$ cat src/spc_pkg.sv
// Shared constants and types of the serial unit
// Assumes one system clock and an asynchronous active-high reset
`default_nettype none

package spc_pkg;

   // ------------------------------------------------------------
   // Register map
   // ------------------------------------------------------------
   localparam logic [7:0] DIVISOR_ADDR = 8'hA2;
   localparam logic [7:0] DIVISOR_RESET = 8'h00;

   // ------------------------------------------------------------
   // Word and buffer sizes
   // ------------------------------------------------------------
   localparam int WORD_W = 8;
   localparam int FIFO_DEPTH = 32;
   localparam logic [2:0] LAST_BIT = 3'h7;

   // ------------------------------------------------------------
   // Select-mode field encodings
   // ------------------------------------------------------------
   localparam logic [1:0] MODE_THREE_WIRE = 2'h0;
   localparam logic [1:0] MODE_SELECT_IN = 2'h1;
   localparam int MODE_OUT_BIT = 1;
   localparam int MODE_LEVEL_BIT = 0;

   // ------------------------------------------------------------
   // Master engine states
   // ------------------------------------------------------------
   typedef enum logic [1:0]
   {
      ST_IDLE = 2'b01,
      ST_XFER = 2'b10
   } spc_state_type;

endpackage : spc_pkg

`default_nettype wire

$ cat src/spc_fifo.sv
// Word FIFO with a registered output stage
// Assumes the consumer pops only while out_valid is high
`default_nettype none

module spc_fifo
#(
   parameter int WIDTH = 8,
   parameter int DEPTH = 32
)
(
   input wire logic clk,
   input wire logic rst,
   input wire logic [WIDTH-1:0] in_data,
   input wire logic in_valid,
   output logic in_ready,
   output logic [WIDTH-1:0] out_data,
   output logic out_valid,
   input wire logic out_ready
);

   localparam int AW = $clog2(DEPTH);

   typedef struct packed
   {
      logic [DEPTH-1:0][WIDTH-1:0] mem;
      logic [AW-1:0] wp;
      logic [AW-1:0] rp;
      logic [AW:0] count;
      logic [WIDTH-1:0] data;
      logic valid;
   } spc_fifo_state_type;

   spc_fifo_state_type s;
   spc_fifo_state_type next_s;
   logic push;
   logic load;

   assign in_ready = s.count < (AW+1)'(DEPTH);
   assign out_data = s.data;
   assign out_valid = s.valid;

   // ------------------------------------------------------------
   // Storage and output stage
   // ------------------------------------------------------------
   always_comb
   begin
      next_s = s;
      push = in_valid && in_ready;
      load = (!s.valid || out_ready) && (s.count != '0);
      if (push)
      begin
         next_s.mem[s.wp] = in_data;
         next_s.wp = s.wp + 1'b1;
      end
      if (load)
      begin
         next_s.data = s.mem[s.rp];
         next_s.valid = 1'b1;
         next_s.rp = s.rp + 1'b1;
      end
      else if (out_ready)
      begin
         next_s.valid = 1'b0;
      end
      next_s.count = s.count + (AW+1)'(push) - (AW+1)'(load);
   end

   always_ff @(posedge clk or posedge rst)
   begin
      if (rst)
         s <= '0;
      else
         s <= next_s;
   end

endmodule : spc_fifo

`default_nettype wire

$ cat src/spc_unit.sv
// Serial unit: pin directions, select modes, master clock divider
// Assumes pins resolved outside; control levels come from the CPU side
`default_nettype none

module spc_unit
   import spc_pkg::*;
(
   input wire logic SYS_CLK,
   input wire logic SYS_RST,
   input wire logic [7:0] SFR_ADDR,
   input wire logic [7:0] SFR_WDATA,
   input wire logic SFR_WR,
   input wire logic SFR_RD,
   output logic [7:0] SFR_RDATA,
   input wire logic ENABLE,
   input wire logic MASTER,
   input wire logic [1:0] SELECT_MODE,
   input wire logic CLEAR_LOST,
   output logic MASTER_LOST,
   output logic SELECT_ROUTED,
   input wire logic [spc_pkg::WORD_W-1:0] TX_DATA,
   input wire logic TX_VALID,
   output logic TX_READY,
   output logic [spc_pkg::WORD_W-1:0] RX_DATA,
   output logic RX_VALID,
   input wire logic MOSI_IN,
   output logic MOSI_OUT,
   output logic MOSI_OE,
   input wire logic MISO_IN,
   output logic MISO_OUT,
   output logic MISO_OE,
   input wire logic SCK_IN,
   output logic SCK_OUT,
   output logic SCK_OE,
   input wire logic SLAVE_SELECT_N_IN,
   output logic SLAVE_SELECT_N_OUT,
   output logic SLAVE_SELECT_N_OE
);

   typedef struct packed
   {
      spc_state_type st;
      logic [WORD_W-1:0] shreg;
      logic [2:0] bitcnt;
      logic [7:0] divcnt;
      logic [7:0] divisor;
      logic sck;
      logic sample;
      logic loaded;
      logic lost;
      logic [WORD_W-1:0] rx_data;
      logic rx_valid;
      logic [7:0] rdata;
      logic [1:0] sck_sync;
      logic [1:0] mosi_sync;
      logic [1:0] miso_sync;
      logic [1:0] sel_sync;
      logic sck_prev;
      logic sel_prev;
   } spc_unit_state_type;

   spc_unit_state_type s;
   spc_unit_state_type next_s;
   logic [WORD_W-1:0] fifo_data;
   logic fifo_valid;
   logic fifo_pop;
   logic master_on;
   logic slave_on;
   logic selected;
   logic sck_s;
   logic sel_s;
   logic mosi_s;
   logic miso_s;
   logic sel_fall;
   logic slave_rise;
   logic slave_fall;

   // ------------------------------------------------------------
   // Transmit buffer
   // ------------------------------------------------------------
   spc_fifo
   #(
      .WIDTH(WORD_W),
      .DEPTH(FIFO_DEPTH)
   )
   u_fifo
   (
      .clk(SYS_CLK),
      .rst(SYS_RST),
      .in_data(TX_DATA),
      .in_valid(TX_VALID),
      .in_ready(TX_READY),
      .out_data(fifo_data),
      .out_valid(fifo_valid),
      .out_ready(fifo_pop)
   );

   // ------------------------------------------------------------
   // Mode decode and pin directions
   // ------------------------------------------------------------
   assign sck_s = s.sck_sync[1];
   assign sel_s = s.sel_sync[1];
   assign mosi_s = s.mosi_sync[1];
   assign miso_s = s.miso_sync[1];
   assign master_on = ENABLE && MASTER && !s.lost;
   assign slave_on = ENABLE && !master_on;
   // Only mode 01 lets the select pin choose the slave
   assign selected = (SELECT_MODE != MODE_SELECT_IN) || !sel_s;
   assign sel_fall = s.sel_prev && !sel_s;
   // Clock edges are seen only while selected
   assign slave_rise = slave_on && selected && sck_s && !s.sck_prev;
   assign slave_fall = slave_on && selected && !sck_s && s.sck_prev;

   assign MOSI_OUT = s.shreg[WORD_W-1];
   assign MOSI_OE = master_on;
   assign MISO_OUT = s.shreg[WORD_W-1];
   assign MISO_OE = slave_on && selected;
   assign SCK_OUT = s.sck;
   assign SCK_OE = master_on;
   assign SLAVE_SELECT_N_OUT = SELECT_MODE[MODE_LEVEL_BIT];
   assign SLAVE_SELECT_N_OE = ENABLE && SELECT_MODE[MODE_OUT_BIT];
   assign SELECT_ROUTED = SELECT_MODE != MODE_THREE_WIRE;
   assign MASTER_LOST = s.lost;
   assign RX_DATA = s.rx_data;
   assign RX_VALID = s.rx_valid;
   assign SFR_RDATA = s.rdata;

   // ------------------------------------------------------------
   // Next state
   // ------------------------------------------------------------
   always_comb
   begin
      next_s = s;
      fifo_pop = 1'b0;
      next_s.sck_sync = {s.sck_sync[0], SCK_IN};
      next_s.mosi_sync = {s.mosi_sync[0], MOSI_IN};
      next_s.miso_sync = {s.miso_sync[0], MISO_IN};
      next_s.sel_sync = {s.sel_sync[0], SLAVE_SELECT_N_IN};
      next_s.sck_prev = sck_s;
      next_s.sel_prev = sel_s;
      next_s.rx_valid = 1'b0;
      if (SFR_WR && SFR_ADDR == DIVISOR_ADDR)
         next_s.divisor = SFR_WDATA;
      if (SFR_RD)
         next_s.rdata = (SFR_ADDR == DIVISOR_ADDR) ? s.divisor : 8'h00;
      if (CLEAR_LOST)
         next_s.lost = 1'b0;
      // Set wins over a clear in the same cycle
      if (ENABLE && MASTER && SELECT_MODE == MODE_SELECT_IN && sel_fall)
         next_s.lost = 1'b1;
      case (s.st)
         ST_IDLE:
         begin
            next_s.sck = 1'b0;
            next_s.divcnt = 8'h00;
            if (master_on)
            begin
               next_s.bitcnt = 3'h0;
               if (fifo_valid)
               begin
                  fifo_pop = 1'b1;
                  next_s.shreg = fifo_data;
                  next_s.st = ST_XFER;
               end
            end
            else if (!slave_on || !selected)
            begin
               next_s.bitcnt = 3'h0;
            end
            else
            begin
               if (!s.loaded && fifo_valid)
               begin
                  fifo_pop = 1'b1;
                  next_s.shreg = fifo_data;
                  next_s.loaded = 1'b1;
               end
               if (slave_rise)
                  next_s.sample = mosi_s;
               if (slave_fall)
               begin
                  next_s.shreg = {s.shreg[WORD_W-2:0], s.sample};
                  next_s.bitcnt = s.bitcnt + 3'h1;
                  if (s.bitcnt == LAST_BIT)
                  begin
                     next_s.rx_data = {s.shreg[WORD_W-2:0], s.sample};
                     next_s.rx_valid = 1'b1;
                     next_s.loaded = 1'b0;
                  end
               end
            end
         end
         ST_XFER:
         begin
            if (!master_on)
            begin
               next_s.st = ST_IDLE;
               next_s.bitcnt = 3'h0;
               next_s.sck = 1'b0;
            end
            else if (s.divcnt == s.divisor)
            begin
               // Half period is divisor+1 system clocks
               next_s.divcnt = 8'h00;
               next_s.sck = !s.sck;
               if (!s.sck)
               begin
                  next_s.sample = miso_s;
               end
               else
               begin
                  next_s.shreg = {s.shreg[WORD_W-2:0], s.sample};
                  next_s.bitcnt = s.bitcnt + 3'h1;
                  if (s.bitcnt == LAST_BIT)
                  begin
                     next_s.rx_data = {s.shreg[WORD_W-2:0], s.sample};
                     next_s.rx_valid = 1'b1;
                     next_s.st = ST_IDLE;
                  end
               end
            end
            else
            begin
               next_s.divcnt = s.divcnt + 8'h01;
            end
         end
         default:
         begin
            next_s.st = ST_IDLE;
         end
      endcase
   end

   always_ff @(posedge SYS_CLK or posedge SYS_RST)
   begin
      if (SYS_RST)
      begin
         s <= '0;
         s.st <= ST_IDLE;
         s.divisor <= DIVISOR_RESET;
         s.sel_sync <= 2'h3;
         s.sel_prev <= 1'b1;
      end
      else
      begin
         s <= next_s;
      end
   end
endmodule : spc_unit

`default_nettype wire

$ cat config.mk
export PLATFORM = sky130hd
export DESIGN_NAME = spc_unit
export DESIGN_NICKNAME = d
export VERILOG_FILES = /design/src/spc_pkg.sv /design/src/spc_fifo.sv /design/src/spc_unit.sv
export SDC_FILE = /design/constraint.sdc
export NUM_CORES = 1
export LEC_CHECK = 0
export BUFFER_PORTS_ARGS = -buffer_cell sky130_fd_sc_hd__clkbuf_2
export CORE_ASPECT_RATIO = 1.25
export CORE_MARGIN = 2
export CORE_UTILIZATION = 67
export DETAILED_ROUTE_END_ITERATION = 16
export PLACE_DENSITY = 0.86
export SLEW_MARGIN = 20
export SYNTH_ARGS = -nofsm -noshare
export SYNTH_HDL_FRONTEND = slang
export SYNTH_HIERARCHICAL = 1
export SYNTH_SLANG_ARGS = --single-unit
$ cat constraint.sdc
create_clock -name SYS_CLK -period 21.8 [get_ports SYS_CLK]
set_clock_uncertainty 0.2 [all_clocks]
set_input_delay 6.54 -clock SYS_CLK [delete_from_list [all_inputs] [get_ports SYS_CLK]]
set_output_delay 6.54 -clock SYS_CLK [all_outputs]
set_load 0.02 [all_outputs]
---- Word level (Yosys, flattened, before mapping) ----
Index checks and enable logic that the tools add are counted.
Widths: inputs -> output; s select.
operators by class
  add/subtract/negate cells ............... 6
  $lt $le $gt $ge ......................... 4
  eq/ne operators ......................... 24
  muxes and demuxes ....................... 51
  bitwise operators ....................... 2
  reduce and logical (&&, ||, !) cells .... 43
operators by type and width
  cell                 number
  $bwmux 256           1
  $mux 8               8
  $mux 9               7
  $bmux 8 s5           1
  $demux 8 s5          1
  $pmux 19 s2          1
  $mux 13              2
  $mux 11              2
  $reduce_and 7->1     3
  $ne 2x2->1 const B   9
  $pmux 9 s2           1
  $logic_and 1x1->1    17
  $mux 1               16
  $lt 5x6->1 const B   2
  $mux 2               6
  $ne 3x3->1 const B   4
  $add 5x1->5 const B  2
  $logic_not 1->1      10
  $mux 10              1
  $add 8x1->8 const B  1
  $eq 8x8->1           1
  $eq 8x8->1 const B   1
  $ne 4x4->1 const B   2
  $pmux 2 s2           2
  other kinds (19)     29
word-level totals
  bits in registers ....................... 341
  input port bits ......................... 38
  output and inout bits ................... 28
  word-level logic and storage cells ...... 185

---- Logic depth before layout (Yosys ltp) ----
Gate-level depths: netlist (run 1).
  depth after elaboration ................. 12
  mapped depth ............................ 15
  mapped depth without buffers ............ 14

---- Modules after synthesis ----
The synthesis (run 1) kept the hierarchy.
by module, submodules not included
  module    instances  cells each  area an instance (sq um)
  spc_fifo  1          888         13156.4
  spc_unit  1          261         2945.3

---- Least setup slack after synthesis (run 1) ----
Ideal clock, no wire load.
  path type ............................... input to output
  start point ............................. input port SELECT_MODE[1]
  end point ............................... output port MISO_OE
  arrival ................................. 7088 ps
  data required time ...................... 15060 ps
  setup slack ............................. 7972 ps
  stages .................................. 3
  buffers on the path ..................... 0
  cell sequence ........................... nand3b_1 > nand3_1 > clkinv_1
between the ends
  cells in the longest elaborated chain, start to end .. 3
RTL lines
  element             line             RTL
  start: declaration  spc_unit.sv:17   input wire logic [1:0] SELECT_MODE,
  $ne 2x1->1          spc_unit.sv:108  assign selected = (SELECT_MODE != MODE_SELECT_IN) || !sel_s;
  $logic_or 1x1->1    spc_unit.sv:108
  $logic_and 1x1->1   spc_unit.sv:117  assign MISO_OE = slave_on && selected;
  end: declaration    spc_unit.sv:31   output logic MISO_OE,
Every way passes these cells.

---- Worst setup path after layout (run 1) ----
Same ends and word-level chain as after synthesis.

==> results of run 1 <==
## worst reg2reg max path: stages (launching register included)
cell and delay [ns]:
dfstp_2 0.54, ha_1 0.48, nand2_1 0.11, nor2_1 0.18
nor2b_1 0.08, nor2_1 0.75, ha_1 0.28, inv_1 0.07
ha_1 0.27, a21o_1 0.16, a21oi_1 0.28, o21ai_0 0.13
a311oi_1 0.27
## cells in the final DEF, fill, tap and decap left out, drive strengths merged, types with 6 or more instances in the layout
cell type,netlist,layout
mux2i,66,66
xnor2,7,7
mux2,283,283
nand3,11,11
o221a,8,8
ha,18,18
and2,7,7
clkbuf,33,120
nand2,52,52
o2111ai,8,8
buf,57,8
nand3b,7,7
dfrtp,337,337
a22o,8,8
nor2,38,38
o21ai,8,8
xor2,18,18
mux4,40,40
o22ai,23,23
or3,8,8
inv,32,32
o22a,9,9
nand4,6,6
a21oi,9,9
## sequential cells by signal, indices dropped and copies added (netlist names)
| register | cells |
|---|---|
| MISO_OUT | 1 |
| miso_s | 1 |
| SCK_OUT | 1 |
| s | 32 |
| MASTER_LOST | 1 |
| next_s | 6 |
| RX_VALID | 1 |
| u_fifo/s | 272 |
| u_fifo/out_data | 8 |
| SFR_RDATA | 8 |
| u_fifo/out_valid | 1 |
| mosi_s | 1 |
| RX_DATA | 8 |
## stage by stage
| step | hold WS, ns | total power, mW | cell area [um^2] |
|---|---|---|---|
| 2_1_floorplan | 0.131 | 1.46 | 16100 |
| 3_3_place_gp | 0.135 | 1.55 | 16300 |
| 3_5_place_dp | 0.135 | 1.58 | 16300 |
| 4_1_cts | 0.149 | 2.14 | 17300 |
| 5_1_grt | 0.157 | 2.24 | 17300 |
| 6_report | 0.149 | 2.13 | 17300 |
## synth_stat cells, types with 5 or more instances
cell	n	area share, %
nand2_1	44	1.0
buf_4	35	1.6
o22a_1	9	0.49
clkbuf_1	32	0.75
nand2_2	8	0.31
buf_6	7	0.49
mux4_2	39	5.5
nand3b_1	7	0.33
nand3_1	11	0.34
o21ai_0	8	0.25
inv_1	32	0.75
o2111ai_1	8	0.44
o22ai_1	23	0.89
mux2_1	16	1.1
and2_1	6	0.23
buf_2	12	0.37
or3_1	8	0.31
xor2_1	18	0.98
nand2b_1	5	0.19
mux2_2	267	19
nor2_1	22	0.51
a22o_1	8	0.44
nor2_2	12	0.47
mux2i_1	66	4.1
a21oi_1	9	0.28
dfrtp_1	337	52
nand4_1	6	0.23
ha_1	18	1.4
xnor2_1	7	0.38
o221a_1	8	0.56
## cell families (layout without fill, tap and decap cells)
logic type	Yosys count	in the layout	share of synthesized area (%)
mux	389	389	29.5
flops	341	341	53.0
simple gates	158	158	5.65
buf+inv	123	164	4.33
compound gates	94	94	4.60
xor+xnor	25	25	1.36
fa+ha+maj	19	19	1.52
## power groups by stage
| stage | Combinational [mW] | Sequential [mW] | Clock [mW] |
|---|---|---|---|
| global route | 0.688 | 0.966 | 0.589 |
| CTS | 0.640 | 0.941 | 0.563 |
| detailed placement | 0.634 | 0.949 | 0 |
| finish | 0.640 | 0.943 | 0.552 |
| global placement | 0.609 | 0.936 | 0 |
| floorplan | 0.574 | 0.886 | 0 |
## path summary, 6_finish.rpt
check                                     from             to  slack (ns)  cells past startpoint
worst max register to register           s[58]   u_fifo/s[14]       17.91                     12
worst max-delay path            SELECT_MODE[1]        MISO_OE        7.63                      5
worst min register to register       next_s[9]      next_s[1]        0.15                      0
worst min-delay path                 next_s[9]      next_s[1]        0.15                      0
max in group asynchronous              SYS_RST  u_fifo/s[198]       13.02                      4
min in group asynchronous              SYS_RST  u_fifo/s[124]        6.05                      2
## metal layers
metal | vias up | wire (um)
li1 | 4204 | -
met1 | 4909 | 13800
met2 | 290 | 16300
met3 | 82 | 1610
met4 | 0 | 1300
met5 | - | 0
## area by class of cell
class | instances | share of cell area, %
clock buffer | 55 | 5.96
clock inverter | 3 | 0.0866
inverter | 33 | 0.758
multi-input combinational | 685 | 39.6
sequential | 341 | 49.3
tap | 292 | 2.11
timing repair buffer | 73 | 2.22
==> results.sh, run 1 <==
export IMPL_status="completed"
export IMPL_ys_ff_latch=341
export IMPL_final_max_slew_violation_count=0
export IMPL_cp_slowest_stage_delay_ns=0.23
export IMPL_ctsHoldBuffers=0
export IMPL_cts_resized_gates=0
export IMPL_p_per_area_mw_per_mm2=123
export IMPL_final_nets=1225
export IMPL_clk_latency_ns=0.51
export IMPL_crit_type="primary input to primary output"
export IMPL_min_period_over_period_pct=65.0
export IMPL_place_congestion=0.953
export IMPL_num_fill_cells=1450
export IMPL_syn_num_nets=1206
export IMPL_ctsLongestPathBuffers=3
export IMPL_grt_max_degree=145
export IMPL_portBuffers=65
export IMPL_stdcell_count=1482
export IMPL_p_clk_share_pct=25.8
export IMPL_grt_pass1_wl_mm=53.7
export IMPL_io_pins=66
export IMPL_synth_edff_count=0
export IMPL_power_frac_seq_pct=44.2
export IMPL_rows=63
export IMPL_overflow=0
export IMPL_cp_cell_sequence="clkbuf_2 -> nand3b_1 -> nand3_1 -> clkinv_1 -> clkbuf_2"
export IMPL_detail_route_wl_per_cell_um=22.3
export IMPL_die_h_um=177
export IMPL_antenna_found_initial=0
export IMPL_totalWireLength_mm=33.1
export IMPL_grt_util_met2_pct=45.3
export IMPL_crit_family="buffers and inverters"
export IMPL_relSlewSlack_pct=33.0
export IMPL_cts_reportedPaths_clkPinSlew_ns=0.06
export IMPL_coreArea_mm2=0.0236
export IMPL_grt_pass1_vias=10000
export IMPL_required_ns=15.06
export IMPL_power_switching_uw=664
export IMPL_setup_viol=0
export IMPL_tightest_slew_ns=0.993
export IMPL_max_cap_viol_count=0
export IMPL_dieWidth_um=143
export IMPL_multi_input_area_mm2=0.00687
export IMPL_ys_flop_type="dfrtp_1"
export IMPL_yosysSeqAreaShare_pct=53.0
export IMPL_syn_area_mm2=0.0161
export IMPL_critPathArrivalTime_ns=7.43
export IMPL_cts_made_buffers=34
export IMPL_hold_violations=0
export IMPL_drive_gt1_share_pct=39.2
export IMPL_vias=9485
export IMPL_min_period_ns=14.17
export IMPL_final_core_util_pct=73.3
export IMPL_place_hpwl_mm=21.3
export IMPL_syn_avg_cell_area_um2=14.0
export IMPL_max_freq_mhz=70.6
export IMPL_power_frac_comb_pct=30.0
export IMPL_async_flop_share_pct=100
export IMPL_timing_critical_path_mode_cell="clkbuf_2"
export IMPL_cts_tree="built"
export IMPL_cts_sinks=341
export IMPL_cp_num_buf_inv=3
export IMPL_p_int_mw=1.47
export IMPL_first_pass_iters=5
export IMPL_met1_usage_pct=36.2
export IMPL_h_tree_depth=2
export IMPL_startpoint_type="primary input"
export IMPL_initial_core_util_pct=68.1
export IMPL_post_cts_buffers=0
export IMPL_synth_warnings=6
export IMPL_slowest_stage="clkinv_1"
export IMPL_drcViolationCount=0
export IMPL_p_sw_share_pct=31.1
export IMPL_dieArea_mm2=0.0253
export IMPL_areaGrowthSynthToFinish_pct=7.71
export IMPL_synth_cells=1149
export IMPL_cts_root_buf="clkbuf_16"
export IMPL_finalSetupTns_ns=0
export IMPL_dpl_worst_slack_ns=7.66
export IMPL_rsz0062_at_grt="false"
export IMPL_synth_cell_types=70
export IMPL_drt_antenna_violating_nets=0
export IMPL_busiest_layer="met2"
export IMPL_avgViaCountPerCell=6.40
export IMPL_layout_setup_ws_ns=7.63
export IMPL_initialDrtViolationCount=725
export IMPL_power_static_leakage_nw=8.24
export IMPL_placedCellCount=1424
export IMPL_diodes=0
export IMPL_worst_setup_path_end_kind="primary output"
export IMPL_use_met3_pct=4.32
export IMPL_seq_area_mm2=0.00855
export IMPL_crit_fanout=9
export IMPL_max_vdd_ir_drop_mv=0.0659
export IMPL_grtUsageTotal_pct=27.3
export IMPL_min_path_type="flip-flop to flip-flop"
No activity file was read; power rests on OpenSTA's default activity.
==> run 2: changes to the inputs <==
--- a/config.mk
+++ b/config.mk
@@ -8,9 +8,9 @@
 export BUFFER_PORTS_ARGS = -buffer_cell sky130_fd_sc_hd__clkbuf_2
 export CORE_ASPECT_RATIO = 1.25
 export CORE_MARGIN = 2
-export CORE_UTILIZATION = 67
+export CORE_UTILIZATION = 56
 export DETAILED_ROUTE_END_ITERATION = 16
-export PLACE_DENSITY = 0.86
+export PLACE_DENSITY = 0.76
 export SLEW_MARGIN = 20
 export SYNTH_ARGS = -nofsm -noshare
 export SYNTH_HDL_FRONTEND = slang
==> constraint.sdc (replaced) <==
create_clock -name SYS_CLK -period 12.8 [get_ports SYS_CLK]
set_clock_uncertainty 0.2 [all_clocks]
set_input_delay 3.84 -clock SYS_CLK [delete_from_list [all_inputs] [get_ports SYS_CLK]]
set_output_delay 3.84 -clock SYS_CLK [all_outputs]
set_load 0.02 [all_outputs]
==> run 2 against run 1 <==
Against the previous run: sequential share of layout area is 0.50 points lower; count of clock-buffer cells in the layout up 1; non-clock buffer count stayed put; via count is 1.9% lower; first-iteration DRC count decreased by 23%; global-route usage is 4.9 points lower; sequential power grew 69%; utilization decreased by 12 points; sequential cell count unchanged; final cell count is 4.5% higher; combinational power rose by 72%; setup slack got worse by 3.6 ns.
==> results.sh, run 2 (synthesis results as in run 1) <==
export IMPL_place_hpwl_mm=21.9
export IMPL_initial_core_util_pct=56.7
export IMPL_diodes=0
export IMPL_finalSetupTns_ns=0
export IMPL_p_per_area_mw_per_mm2=210
export IMPL_areaGrowthSynthToFinish_pct=8.82
export IMPL_drt_antenna_violating_nets=0
export IMPL_max_vdd_ir_drop_mv=0.120
export IMPL_avgViaCountPerCell=6.01
export IMPL_layout_commonest_cell="dfrtp_1"
export IMPL_critPathArrivalTime_ns=4.73
export IMPL_placedCellCount=1486
export IMPL_holdWs_ns=0.147
export IMPL_min_path_type="flip-flop to flip-flop"
export IMPL_slowest_stage="clkbuf_2"
export IMPL_hold_end="miso_s"
export IMPL_hold_start="next_s[5]"
export IMPL_timing_rr_end="u_fifo/s[14]"
export IMPL_m1WireLength_mm=13.9
export IMPL_largest_register_ff_count=272
export IMPL_top_layer="met4"
export IMPL_place_congestion=0.897
export IMPL_dieArea_mm2=0.0301
export IMPL_layout_setup_ws_ns=4.03
export IMPL_timing_reg2reg_setup_slack_ns=8.86
export IMPL_cts_sinks=341
export IMPL_hold_violations=0
export IMPL_stdcell_count=1549
export IMPL_final_max_slew_violation_count=0
export IMPL_min_period_over_period_pct=68.5
export IMPL_worst_setup_path_end_kind="primary output"
export IMPL_post_cts_buffers=0
export IMPL_crit_family="buffers and inverters"
export IMPL_max_cap_viol_count=0
export IMPL_totalWireLength_mm=32.9
export IMPL_h_tree_depth=2
export IMPL_worstReg2RegStart="s[58]"
export IMPL_clk_latency_ns=0.52
export IMPL_tightest_slew_ns=0.985
export IMPL_cp_slowest_stage_delay_ns=0.23
export IMPL_crit_type="primary input to primary output"
export IMPL_overflow=0
export IMPL_portBuffers=65
export IMPL_dpl_cell_area_mm2=0.0164
export IMPL_detail_route_wl_per_cell_um=21.3
export IMPL_timing_critical_path_mode_cell="clkbuf_2"
export IMPL_dieWidth_um=156
export IMPL_ctsHoldBuffers=0
export IMPL_design_area_mm2=0.0175
export IMPL_rows=69
export IMPL_rr_worst_depth=12
export IMPL_die_h_um=194
export IMPL_p_sw_share_pct=31.0
export IMPL_grtUsageTotal_pct=22.4
export IMPL_relSlewSlack_pct=33.8
export IMPL_ctsLongestPathBuffers=3
export IMPL_required_ns=8.76
export IMPL_io_pins=66
export IMPL_final_nets=1227
export IMPL_largest_register="u_fifo/s"
export IMPL_startpoint_type="primary input"
export IMPL_cts_tree="built"
export IMPL_cts_root_buf="clkbuf_16"
export IMPL_setup_viol=0
export IMPL_cp_num_buf_inv=3
export IMPL_initialDrtViolationCount=560
export IMPL_crit_fanout=9
export IMPL_drcViolationCount=0
export IMPL_cts_resized_gates=0
export IMPL_num_fill_cells=2119
export IMPL_cts_reportedPaths_clkPinSlew_ns=0.06
export IMPL_wl_met2_mm=17.0
export IMPL_power_switching_mw=1.14
export IMPL_min_period_ns=8.77
export IMPL_cts_made_buffers=36
export IMPL_status="completed"
export IMPL_power_static_leakage_nw=8.27
export IMPL_dpl_worst_slack_ns=4.06
export IMPL_power_frac_seq_pct=43.1
export IMPL_final_cell_mix="335 x dfrtp_1, 267 x mux2_2, 66 x mux2i_1"
export IMPL_coreArea_mm2=0.0284
export IMPL_drive_gt1_share_pct=39.5
export IMPL_hold_path_cell_count=0
export IMPL_p_clk_share_pct=27.1
export IMPL_power_frac_comb_pct=29.8
export IMPL_wl_met3_mm=1.19
export IMPL_grt_max_degree=129
export IMPL_vias=9304
export IMPL_top_regs="u_fifo/s x272, s x32"
export IMPL_first_pass_iters=7
export IMPL_grt_pass1_vias=9838
export IMPL_p_int_mw=2.54
export IMPL_antenna_found_initial=0
export IMPL_grt_pass1_wl_mm=53.2
export IMPL_rsz0062_at_grt="false"
export IMPL_max_freq_mhz=114
export IMPL_cp_cell_sequence="clkbuf_2 -> nand3b_1 -> nand3_1 -> clkinv_1 -> clkbuf_2"
[run 2: changes by cell type in the layout (fill, tap and decap cells not counted)]
cell        change
clkbuf_1        -1
bufinv_16       +1
inv_6           +3
clkinv_2        -3
clkbuf_8        +2
clkinvlp_4      +2
buf_4           -1
buf_16          +1
[run 2: area by class of cell]
class,instances,area [um^2],share of cell area (%)
Clock buffer,56,1060,6.03
Inverter,33,131,0.750
Multi-Input combinational cell,685,6870,39.2
Timing Repair Buffer,73,405,2.31
Sequential cell,341,8550,48.8
Clock inverter,6,71.3,0.407
Tap cell,355,444,2.53
[run 2: per-stage QoR]
stage	utilization (%)	total power, mW
finish	61.7	3.69
floorplan	-	2.49
global placement	57.6	2.66
global route	61.7	3.88
CTS	61.6	3.71
detailed placement	57.6	2.71
[run 2: worst max-delay path by stage]
stage	start	cells after the start	to
finish	SELECT_MODE[1]	5	MISO_OE
global route	SELECT_MODE[1]	5	MISO_OE
CTS	SELECT_MODE[1]	5	MISO_OE
detailed placement	SELECT_MODE[1]	5	MISO_OE
global placement	SELECT_MODE[1]	5	MISO_OE
floorplan	SYS_RST	1	u_fifo/out_data[0]
[run 2: metal layers]
layer / GRT usage (%) / vias up
met1: 28.9 / 4834
met2: 39.4 / 196
met3: 3.00 / 49
met4: 6.46 / 0
met5: 0 / -
li1: - / 4225
[run 2: worst register-to-register path: cells and delay by family (launching register included)]
kind / cells / cell delay [ns]
simple gates: 4 / 1.13
flops: 1 / 0.54
buf+inv: 1 / 0.07
fa+ha+maj: 3 / 1.05
compound gates: 4 / 0.85
[run 2: power groups by stage]
stage,clock (mW),sequential (mW),combinational [mW]
2_1_floorplan,0,1.51,0.978
3_3_place_gp,0,1.59,1.07
3_5_place_dp,0,1.61,1.10
4_1_cts,1.02,1.59,1.11
5_1_grt,1.07,1.63,1.19
6_report,0.998,1.59,1.10
